## config.mk

```make
export PLATFORM = sky130hd
export DESIGN_NAME = iracc_core
export DESIGN_NICKNAME = d
export VERILOG_FILES = /design/src/core/iracc_pkg.sv /design/src/core/iracc_core.sv
export SDC_FILE = /design/constraint.sdc
export NUM_CORES = 2
export LEC_CHECK = 0
export BUFFER_PORTS_ARGS = -buffer_cell sky130_fd_sc_hd__buf_2
export CELL_PAD_IN_SITES_DETAIL_PLACEMENT = 2
export CELL_PAD_IN_SITES_GLOBAL_PLACEMENT = 2
export CORE_ASPECT_RATIO = 1.25
export CORE_MARGIN = 2
export CORE_UTILIZATION = 42
export DETAILED_ROUTE_END_ITERATION = 8
export PLACE_DENSITY = 0.95
export SYNTH_ARGS = -nofsm -noshare
export SYNTH_HDL_FRONTEND = slang
export SYNTH_SLANG_ARGS = --single-unit
```

## constraint.sdc

```tcl
create_clock -name clk_i -period 244.1 [get_ports clk_i]
set_input_delay 0 -clock clk_i [delete_from_list [all_inputs] [get_ports clk_i]]
set_output_delay 0 -clock clk_i [all_outputs]
set_load 0.01 [all_outputs]
```

## src/core/iracc_pkg.sv

```systemverilog
// Purpose: Shared constants and types for the I/O read and accumulator
//          command executor.
// Assumes: Nine-byte command and reply frames, one byte per handshake.
// Notes:   Bank and port numbers are the values seen in the frame bytes.
package iracc_pkg;
    // Frame geometry.
    localparam int FRAME_LEN = 9;
    localparam logic [3:0] LAST_IDX = 4'h8;
    localparam logic [3:0] STATUS_IDX = 4'h2;
    // Instruction codes and the reply status code.
    localparam logic [7:0] INSTR_SET = 8'h0E;
    localparam logic [7:0] INSTR_READ = 8'h0F;
    localparam logic [7:0] INSTR_MATH = 8'h13;
    localparam logic [7:0] STATUS_OK = 8'h64;
    // Banks, special ports and the from-accumulator value.
    localparam logic [7:0] BANK_DIN = 8'h00;
    localparam logic [7:0] BANK_ADC = 8'h01;
    localparam logic [7:0] BANK_DOUT = 8'h02;
    localparam logic [7:0] PORT_LINES = 8'h08;
    localparam logic [7:0] PORT_SUPPLY = 8'h08;
    localparam logic [7:0] PORT_TEMP = 8'h09;
    localparam logic [7:0] PORT_ENABLE = 8'h0A;
    localparam logic [7:0] PORT_ALL = 8'hFF;
    localparam logic [31:0] VALUE_FROM_ACC = 32'hFFFFFFFF;
    // Calculate operation codes.
    localparam logic [7:0] OP_ADD = 8'h00;
    localparam logic [7:0] OP_SUB = 8'h01;
    localparam logic [7:0] OP_MUL = 8'h02;
    localparam logic [7:0] OP_DIV = 8'h03;
    localparam logic [7:0] OP_MOD = 8'h04;
    localparam logic [7:0] OP_AND = 8'h05;
    localparam logic [7:0] OP_OR = 8'h06;
    localparam logic [7:0] OP_XOR = 8'h07;
    localparam logic [7:0] OP_NOT = 8'h08;
    localparam logic [7:0] OP_LOAD = 8'h09;
    // Widths and reset values.
    localparam int ADC_BITS = 10;
    localparam int NUM_LINES = 8;
    localparam logic [31:0] ACC_RST = 32'h00000000;
    localparam logic [7:0] DOUT_RST = 8'h00;

    typedef logic [FRAME_LEN-1:0][7:0] iracc_frame_t;

    typedef struct packed {
        logic [7:0] addr;
        logic [7:0] instr;
        logic [7:0] typ;
        logic [7:0] bank;
        logic [31:0] value;
    } iracc_cmd_t;

    typedef enum logic [1:0] {ST_RX, ST_EXEC, ST_TX} iracc_st_t;

    typedef struct packed {
        iracc_st_t st;
        logic [3:0] cnt;
        iracc_frame_t rx_buf;
        iracc_frame_t tx_buf;
        logic [31:0] acc;
        logic [7:0] dout;
        logic [7:0] byte_o;
        logic valid_o;
        logic ready_o;
    } iracc_state_t;
endpackage

```

## src/core/iracc_core.sv

```systemverilog
// Purpose: Executes input-read, set-output and accumulator-calculate
//          commands from a host byte stream or from a stored program.
// Assumes: Inputs are synchronous to clk_i; converter results arrive
//          already conditioned; the transport link lies outside.
// Notes:   Direct frames are ignored while standalone_i is high.
`timescale 1ns/1ps
`default_nettype none

module iracc_core #(
    parameter logic [7:0] TARGET_ADDR = 8'h01,
    parameter logic [7:0] HOST_ADDR = 8'h02
) (
    input wire logic clk_i,
    input wire logic rst_i,
    input wire logic standalone_i,
    input wire logic [7:0] cmd_byte_i,
    input wire logic cmd_valid_i,
    output logic cmd_ready_o,
    input wire iracc_pkg::iracc_cmd_t prog_cmd_i,
    input wire logic prog_valid_i,
    input wire logic [7:0] din_i,
    input wire logic enable_i,
    input wire logic [7:0][9:0] adc_raw_i,
    input wire logic [15:0] supply_dv_i,
    input wire logic [15:0] temp_c_i,
    input wire logic rpl_ready_i,
    output logic [7:0] rpl_byte_o,
    output logic rpl_valid_o,
    output logic [7:0] dout_o,
    output logic [31:0] acc_o
);
    import iracc_pkg::*;

    iracc_state_t state_ff;
    iracc_state_t nxt_state;
    iracc_cmd_t frame_cmd;
    iracc_cmd_t exec_cmd;
    iracc_frame_t reply;
    logic chk_ok;
    logic frame_go;
    logic exec_en;
    logic [31:0] rd_val;
    logic [31:0] rpl_val;

    // Modulo-256 sum of every byte except the trailing checksum.
    function automatic logic [7:0] sum8(input iracc_frame_t f);
        logic [7:0] s;
        s = 8'h00;
        for (int i = 0; i < FRAME_LEN - 1; i++) begin
            s = s + f[i];
        end
        return s;
    endfunction

    function automatic logic known(input logic [7:0] instr);
        return instr == INSTR_READ || instr == INSTR_MATH ||
            instr == INSTR_SET;
    endfunction

    // Port read; unknown ports and banks read as zero.
    function automatic logic [31:0] port_read(
        input logic [7:0] port,
        input logic [7:0] bank,
        input logic [7:0] din,
        input logic en,
        input logic [7:0][9:0] adc,
        input logic [15:0] sup,
        input logic [15:0] tmp,
        input logic [7:0] dout
    );
        logic [31:0] r;
        r = 32'h00000000;
        if (bank == BANK_DIN) begin
            // Analog pins are wired into din_i as well, so both views coexist.
            if (port < PORT_LINES) begin
                r = {31'h00000000, din[port[2:0]]};
            end else if (port == PORT_ENABLE) begin
                r = {31'h00000000, en};
            end else if (port == PORT_ALL) begin
                r = {24'h000000, din};
            end
        end else if (bank == BANK_ADC) begin
            if (port < PORT_LINES) begin
                r = {{(32-ADC_BITS){1'b0}}, adc[port[2:0]]};
            end else if (port == PORT_SUPPLY) begin
                r = {16'h0000, sup};
            end else if (port == PORT_TEMP) begin
                r = {{16{tmp[15]}}, tmp};
            end
        end else if (bank == BANK_DOUT && port < PORT_LINES) begin
            r = {31'h00000000, dout[port[2:0]]};
        end
        return r;
    endfunction

    // Signed accumulator arithmetic; division by zero keeps the old value
    // rather than inventing a result.
    function automatic logic [31:0] acc_op(
        input logic [7:0] op,
        input logic [31:0] a,
        input logic [31:0] b
    );
        logic [31:0] r;
        r = a;
        case (op)
            OP_ADD: r = a + b;
            OP_SUB: r = a - b;
            OP_MUL: r = $signed(a) * $signed(b);
            OP_DIV: if (b != 32'h00000000) r = $signed(a) / $signed(b);
            OP_MOD: if (b != 32'h00000000) r = $signed(a) % $signed(b);
            OP_AND: r = a & b;
            OP_OR: r = a | b;
            OP_XOR: r = a ^ b;
            OP_NOT: r = ~a;
            OP_LOAD: r = b;
            default: r = a;
        endcase
        return r;
    endfunction

    // Reply frame: host, target, status, instruction, value, checksum.
    function automatic iracc_frame_t build_reply(
        input logic [7:0] host,
        input logic [7:0] tgt,
        input logic [7:0] instr,
        input logic [31:0] v
    );
        iracc_frame_t f;
        f = '0;
        f[0] = host;
        f[1] = tgt;
        f[2] = STATUS_OK;
        f[3] = instr;
        f[4] = v[31:24];
        f[5] = v[23:16];
        f[6] = v[15:8];
        f[7] = v[7:0];
        f[8] = sum8(f);
        return f;
    endfunction

    // Received bytes in order: address, instruction, type, bank, value.
    assign frame_cmd.addr = state_ff.rx_buf[0];
    assign frame_cmd.instr = state_ff.rx_buf[1];
    assign frame_cmd.typ = state_ff.rx_buf[2];
    assign frame_cmd.bank = state_ff.rx_buf[3];
    assign frame_cmd.value = {state_ff.rx_buf[4], state_ff.rx_buf[5],
        state_ff.rx_buf[6], state_ff.rx_buf[7]};
    assign chk_ok = sum8(state_ff.rx_buf) == state_ff.rx_buf[8];

    // Frames with a bad sum, foreign address or unknown code are dropped.
    assign frame_go = !standalone_i && state_ff.st == ST_EXEC && chk_ok &&
        frame_cmd.addr == TARGET_ADDR && known(frame_cmd.instr);
    assign exec_cmd = standalone_i ? prog_cmd_i : frame_cmd;
    assign exec_en = standalone_i ? (prog_valid_i && known(prog_cmd_i.instr))
        : frame_go;
    assign rd_val = port_read(exec_cmd.typ, exec_cmd.bank, din_i, enable_i,
        adc_raw_i, supply_dv_i, temp_c_i, state_ff.dout);
    assign rpl_val = (exec_cmd.instr == INSTR_READ) ? rd_val :
        (exec_cmd.instr == INSTR_MATH) ? exec_cmd.value : 32'h00000000;
    assign reply = build_reply(HOST_ADDR, TARGET_ADDR, exec_cmd.instr,
        rpl_val);

    // Next-state logic for the frame sequencer and the executed command.
    always_comb begin
        nxt_state = state_ff;
        unique case (state_ff.st)
            ST_RX: begin
                if (cmd_valid_i && state_ff.ready_o) begin
                    nxt_state.rx_buf[state_ff.cnt] = cmd_byte_i;
                    if (state_ff.cnt == LAST_IDX) begin
                        nxt_state.cnt = 4'h0;
                        nxt_state.st = ST_EXEC;
                        nxt_state.ready_o = 1'b0;
                    end else begin
                        nxt_state.cnt = state_ff.cnt + 4'h1;
                    end
                end
            end
            ST_EXEC: begin
                nxt_state.st = ST_RX;
                nxt_state.ready_o = 1'b1;
                if (frame_go) begin
                    nxt_state.tx_buf = reply;
                    nxt_state.st = ST_TX;
                    nxt_state.ready_o = 1'b0;
                    nxt_state.byte_o = reply[0];
                    nxt_state.valid_o = 1'b1;
                end
            end
            ST_TX: begin
                // A byte moves on valid and ready; it holds while stalled.
                if (rpl_ready_i) begin
                    if (state_ff.cnt == LAST_IDX) begin
                        nxt_state.cnt = 4'h0;
                        nxt_state.valid_o = 1'b0;
                        nxt_state.st = ST_RX;
                        nxt_state.ready_o = 1'b1;
                    end else begin
                        nxt_state.cnt = state_ff.cnt + 4'h1;
                        nxt_state.byte_o =
                            state_ff.tx_buf[state_ff.cnt + 4'h1];
                    end
                end
            end
        endcase
        if (exec_en) begin
            if (exec_cmd.instr == INSTR_READ) begin
                // The all-inputs vector goes to the accumulator in any mode.
                if (standalone_i) begin
                    nxt_state.acc = rd_val;
                end else if (exec_cmd.bank == BANK_DIN &&
                        exec_cmd.typ == PORT_ALL) begin
                    nxt_state.acc = rd_val;
                end
            end else if (exec_cmd.instr == INSTR_MATH) begin
                nxt_state.acc = acc_op(exec_cmd.typ, state_ff.acc,
                    exec_cmd.value);
            end else if (exec_cmd.bank == BANK_DOUT) begin
                if (exec_cmd.typ < PORT_LINES) begin
                    nxt_state.dout[exec_cmd.typ[2:0]] = exec_cmd.value[0];
                end else if (exec_cmd.typ == PORT_ALL) begin
                    nxt_state.dout = (exec_cmd.value == VALUE_FROM_ACC) ?
                        state_ff.acc[7:0] : exec_cmd.value[7:0];
                end
            end
        end
    end

    // State register; every output is a field of it.
    always_ff @(posedge clk_i) begin
        if (rst_i) begin
            state_ff <= '0;
            state_ff.st <= ST_RX;
            state_ff.acc <= ACC_RST;
            state_ff.dout <= DOUT_RST;
            state_ff.ready_o <= 1'b1;
        end else begin
            state_ff <= nxt_state;
        end
    end

    assign cmd_ready_o = state_ff.ready_o;
    assign rpl_byte_o = state_ff.byte_o;
    assign rpl_valid_o = state_ff.valid_o;
    assign dout_o = state_ff.dout;
    assign acc_o = state_ff.acc;
endmodule

`default_nettype wire

```

==> results of run 1 <==
## metal layers
metal  GRT usage  overflow
met4      0.6967        56
met1      0.7055         9
met5      0.3553         2
met2      0.8844        98
met3      0.5537        11
## cell families after synthesis
family,after synthesis
and+or+nand+nor,3240
buffers and inverters,1352
DFF,177
muxes,235
xor gates and xnor gates,640
AOI/OAI and AO/OA,2297
adders and majority gates,1277
## cells in the mapped netlist (49+ instances only)
master and number:
nor4_1 58, nor2b_1 69, nand2_1 1088, or3_1 70
mux2i_1 142, inv_1 858, fa_1 469, xnor2_1 462
nand4_1 90, nand2b_1 65, or2_2 62, o21ai_0 397
o22ai_1 49, ha_1 808, and2_1 70, o31ai_1 68
buf_1 57, nand3_1 251, buf_2 54, o211ai_1 71
nor2_1 963, clkbuf_1 284, dfxtp_1 177, buf_4 57
and3_1 57, xor2_1 177, o21a_1 147, a211oi_1 100
nor3_1 232, a21o_1 199, a21oi_1 623, a31oi_1 102
## stage by stage
step	instances	hold slack (ps)
after CTS	11330	38.94
after detailed placement	11290	413.9
after global placement	11290	386.3
after floorplan	9218	209.6
## what timing repair did
item,CTS
hold buffers,10
endpoints found under the hold margin,52
buffers inserted,0
==> impl_results.md, run 1 <==
* Status: aborted with a tool error
* Fail Step: global routing (5_1_grt)
* Run Error: [ERROR GRT-0116] Global routing finished with congestion. Check the congestion regions in the DRC Viewer.
* Placed cell areas at around 70000 µm²
* Xor and xnor area share after synthesis at 0.08347
* Yosys reg bits at approximately 180
* Most used DFF post-synth: dfxtp_1
* Post-synthesis simple-gate area fraction at 0.2229
* Mux cell area share after synthesis at 0.04309
* Async SR Flop Fraction at 0
* Hpwl dp at 347000 µm
* Synth top area cells: ha_1 (15%), fa_1 (14%), nand2_1 (6.1%)
* First-pass GRT wire length at between 800000 and 900000 µm
* CTS H-tree lvls at 4
* Cell count after synthesis at just over 9000
* CTS Buffer Depth at 2
* Dpl ws at 136930 ps
* Initial Util at 0.4218
* Combinational family with the most area after synthesis: adder cells
* Syn_area_per_cell at 7.295 µm²
* CTS buffer count at 17
* Register area share after synthesis at 0.05269
* Horiz. Die Dim at ~360 µm
* Syn Nets at between 10000 and 15000
* Overflow left after global routing at about 180
* Port Buffer Count at 240
* Synth top area share at 0.1503
* Compound-cell area share of the yosys netlist at 0.2272
* CTS resizes at 0
* Area leader, netlist: ha_1
* Largest net degree at the start of global routing at 90
* Clk sinks at 177
* Netlist Area Pre-Place at between 60000 and 70000 µm²
* Yosys warning total at 0
* Vias in the first global route at about 100k
* Post-Synth Adder-Cell Area at 0.2900
* IO Pins at between 200 and 250
* Die H at between 400 and 500 µm
* Post-synth EDFFs at 0
* Final GP Congestion at roughly 1.0
* Row count at ~160
* Root Buffer: clkbuf_16
* Unique masters post-synth at between 100 and 150
* Total GRT Usage at 0.7123
==> run 2: changes to the inputs <==
==> config.mk (replaced) <==
export PLATFORM = sky130hd
export DESIGN_NAME = iracc_core
export DESIGN_NICKNAME = d
export VERILOG_FILES = /design/src/core/iracc_pkg.sv /design/src/core/iracc_core.sv
export SDC_FILE = /design/constraint.sdc
export NUM_CORES = 2
export LEC_CHECK = 0
export BUFFER_PORTS_ARGS = -buffer_cell sky130_fd_sc_hd__buf_2
export CORE_MARGIN = 2
export CORE_UTILIZATION = 40
export DETAILED_ROUTE_END_ITERATION = 8
export PLACE_DENSITY_LB_ADDON = 0.15
export SYNTH_ARGS = -nofsm -noshare
export SYNTH_HDL_FRONTEND = slang
export SYNTH_SLANG_ARGS = --single-unit
==> run 2 against run 1 <==
Synthesized area is the same. Synthesized cell count unchanged. The run now ends clean.
==> impl_results.md, run 2 <==
* Synth top area share at 0.1503 (unchanged)
* Inst Count DP at 11430 (+1.3%)
* Fin Setup TNS at 0 ps
* Rel. slew slack at 0.06216
* Met2 routed WL at between 100000 and 150000 µm
* NetSw at about 0.000064 W
* MaxCap Viol Count at 0
* Setup violators final at 0
* Peak Freq at about 9.4 MHz
* Pre-antenna DRT Iters at 8
* Finished Layout Cells at approximately 11000
* Synth top area cells: ha_1 (15%), fa_1 (14%), nand2_1 (6.1%)
* Max reg flops at 64
* IO Pins at 249 (unchanged)
* Slew Viols, Final at 0
* Final hold viol count at 0
* Area leader, netlist: ha_1
* Cts-stage hold buffer count at 11 (+1)
* Period utilization at 0.4336
* Fin crit period at ~110000 ps
* Total GRT Usage at 0.3658
* Slowest stage cell, crit path: a2111oi_0
* Postcts setup bufs at 0 (unchanged)
* Vias/cell at 6.296
* Syn_area_per_cell at 7.295 µm² (unchanged)
* Post-DRT Antenna Nets at 0
* Die H at 414.0 µm (-8.3%)
* Clk sinks at 177 (unchanged)
* CP Class: flop to flop
* Share of layout cells above drive strength 1 at 0.08922
* Initial Util at 0.4026 (-0.01918)
* Core Box Area at between 150000 and 200000 µm²
* Sw Ratio at 0.4890
* Pwr dens at roughly 1.8 nW/µm²
* Combinational fraction of design power at 0.546
* Data arrival time of the worst path at about 110000 ps
* Leakage power at 34.40 nW
* Status: complete, no violations
* Worst-path maximum fanout at 45
* Syn Nets at 10690 (unchanged)
* Routed len/inst at between 20 and 30 µm
* Largest net degree at the start of global routing at a little over 80
* # nets final at 10730
* Worst path max stage delay at 1170 ps
* Min-delay worst type: input port to flop
* Clk_skew at approximately 30 ps
* Drt total wl at roughly 330000 µm
* Leading cell type in the layout, fill and taps excluded: nand2_1
* Commonest cells in the netlist: nand2_1 (1088), nor2_1 (963), inv_1 (858)
* Drt initial violations at slightly above 9000
* Total number of vias at a little over 70000
* Initial antenna violation count at 25
* Cell count after synthesis at 9218 (unchanged)
* First-pass GRT wire length at roughly 470000 µm
* Routed wl met3 at ~32000 µm
* Slew @ Worst Pin at 1395 ps
* Final GP Congestion at 1.056 (+2.8%)
* CTS H-tree lvls at 4 (unchanged)
* Reg power frac at 0.222
* Most used DFF post-synth: dfxtp_1
* Crit path required time at ~240000 ps
* Clock transition at path regs at roughly 90 ps
* Post-synth EDFFs at 0 (unchanged)
* CTS tree: yes
* Unique masters post-synth at 126 (unchanged)
* CTS resizes at 0 (unchanged)
* Remaining DRCs at 0
* Critical path launch point type: flop
* Worst-Skew Late Latency at 520 ps
* Root Buffer: clkbuf_16
* Vias in the first global route at between 60000 and 70000
* RSZ-0062 raised after global routing: no
* Yosys reg bits at 177 (unchanged)
* Worst vdd ir at approximately 0.0047 mV
* Syn-to-layout area delta at 6.949%
* CTS buffer count at 17 (unchanged)
* Final core occ at 0.4306
* Dpl ws at 141800 ps (+4876 ps)
* Async SR Flop Fraction at 0 (unchanged)
* Row count at 150 (-8.5%)
* Count leader, synth: nand2_1
* Hpwl dp at 255300 µm (-26%)
* Yosys warning total at 0 (unchanged)
* Final worst slack at about 140000 ps
* Met1 WL at 139500 µm
* Port Buffer Count at 240 (unchanged)
* Netlist Area Pre-Place at 67250 µm² (unchanged)
* CTS Buffer Depth at 2 (unchanged)
* Register area share after synthesis at 0.05269 (unchanged)
* Crit path capture type: flop
* Clk network pwr share at 0.233
* Critical Path Most Common Cell: ha_1
* Overflow left after global routing at 0
* Horiz. Die Dim at 414.0 µm (+14%)
* Commonest cells after routing, fill and taps aside: nand2_1 (1088), nor2_1 (955), inv_1 (858), ha_1 (808), a21oi_1 (622)
* Max Used Layer: met5
* Die area at ~170000 µm²
* Internal at slightly below 0.00007 W
run 2: cell families after synthesis:
family,after synthesis,synth area share
compound gates,2297,0.2273
xor+xnor,640,0.08347
fa+ha+maj,1277,0.2900
buf+inv,1352,0.08069
flops,177,0.05269
mux,235,0.04309
simple gates,3240,0.2229
run 2: power by group through the flow:
stage	Sequential (W)	Clock, W	Combinational, W
after global routing	0.0000292	0.0000321	0.0000762
after detailed placement	0.0000299	0	0.0000690
after global placement	0.0000298	0	0.0000683
final	0.0000292	0.0000307	0.0000718
after CTS	0.0000292	0.0000311	0.0000695
after floorplan	0.0000298	0	0.0000453
run 2: critical path, delay by kind of cell (launching register included):
kind,cells,cell delay (ps)
AOI/OAI and AO/OA,174,55040
and+or+nand+nor,107,31430
adders and majority gates,32,10650
buffers and inverters,25,6350
muxes,2,880
DFF,1,560
xor gates and xnor gates,1,240
run 2: worst paths after layout:
| check | from | end | slack (ps) | cells after the start |
|---|---|---|---|---|
| max | acc_o[1]$_SDFFE_PP0P_ | acc_o[31]$_SDFFE_PP0P_ | 138260 | 341 |
| min | prog_cmd_i[48] | state_ff[74]$_SDFFE_PP0P_ | 50 | 4 |
| max reg2reg | acc_o[1]$_SDFFE_PP0P_ | acc_o[31]$_SDFFE_PP0P_ | 138260 | 341 |
| min reg2reg | state_ff[79]$_SDFFE_PP0P_ | state_ff[79]$_SDFFE_PP0P_ | 470 | 1 |
run 2: through the flow:
step / instance area, µm² / total power (W) / hold WS (ps)
after global routing: 71910 / 0.0001375 / 55.96
after floorplan: 67250 / 0.00007508 / 209.6
after detailed placement: 71180 / 0.00009887 / 386.4
after CTS: 71900 / 0.0001298 / 9.465
after global placement: 71180 / 0.00009817 / 370.5
final: 71920 / 0.0001317 / 48.30
run 2: final cells by class:
| type | count | area [µm²] |
|---|---|---|
| Fill cell | 17440 | 95110 |
| Multi-Input combinational cell | 7689 | 58590 |
| Sequential cell | 177 | 3551 |
| Inverter | 890 | 3342 |
| Timing Repair Buffer | 481 | 3047 |
| Tap cell | 2204 | 2758 |
| Clock buffer | 18 | 439.2 |
| Clock inverter | 14 | 166.4 |
| Antenna cell | 10 | 25.02 |
run 2: routing by layer:
layer / global-route usage / up-vias
met4: 0.1643 / 16
met5: 0 / -
met3: 0.06654 / 753
met1: 0.5098 / 35280
met2: 0.5470 / 3862
li1: - / 32390
(Power assumes the default switching activity.)
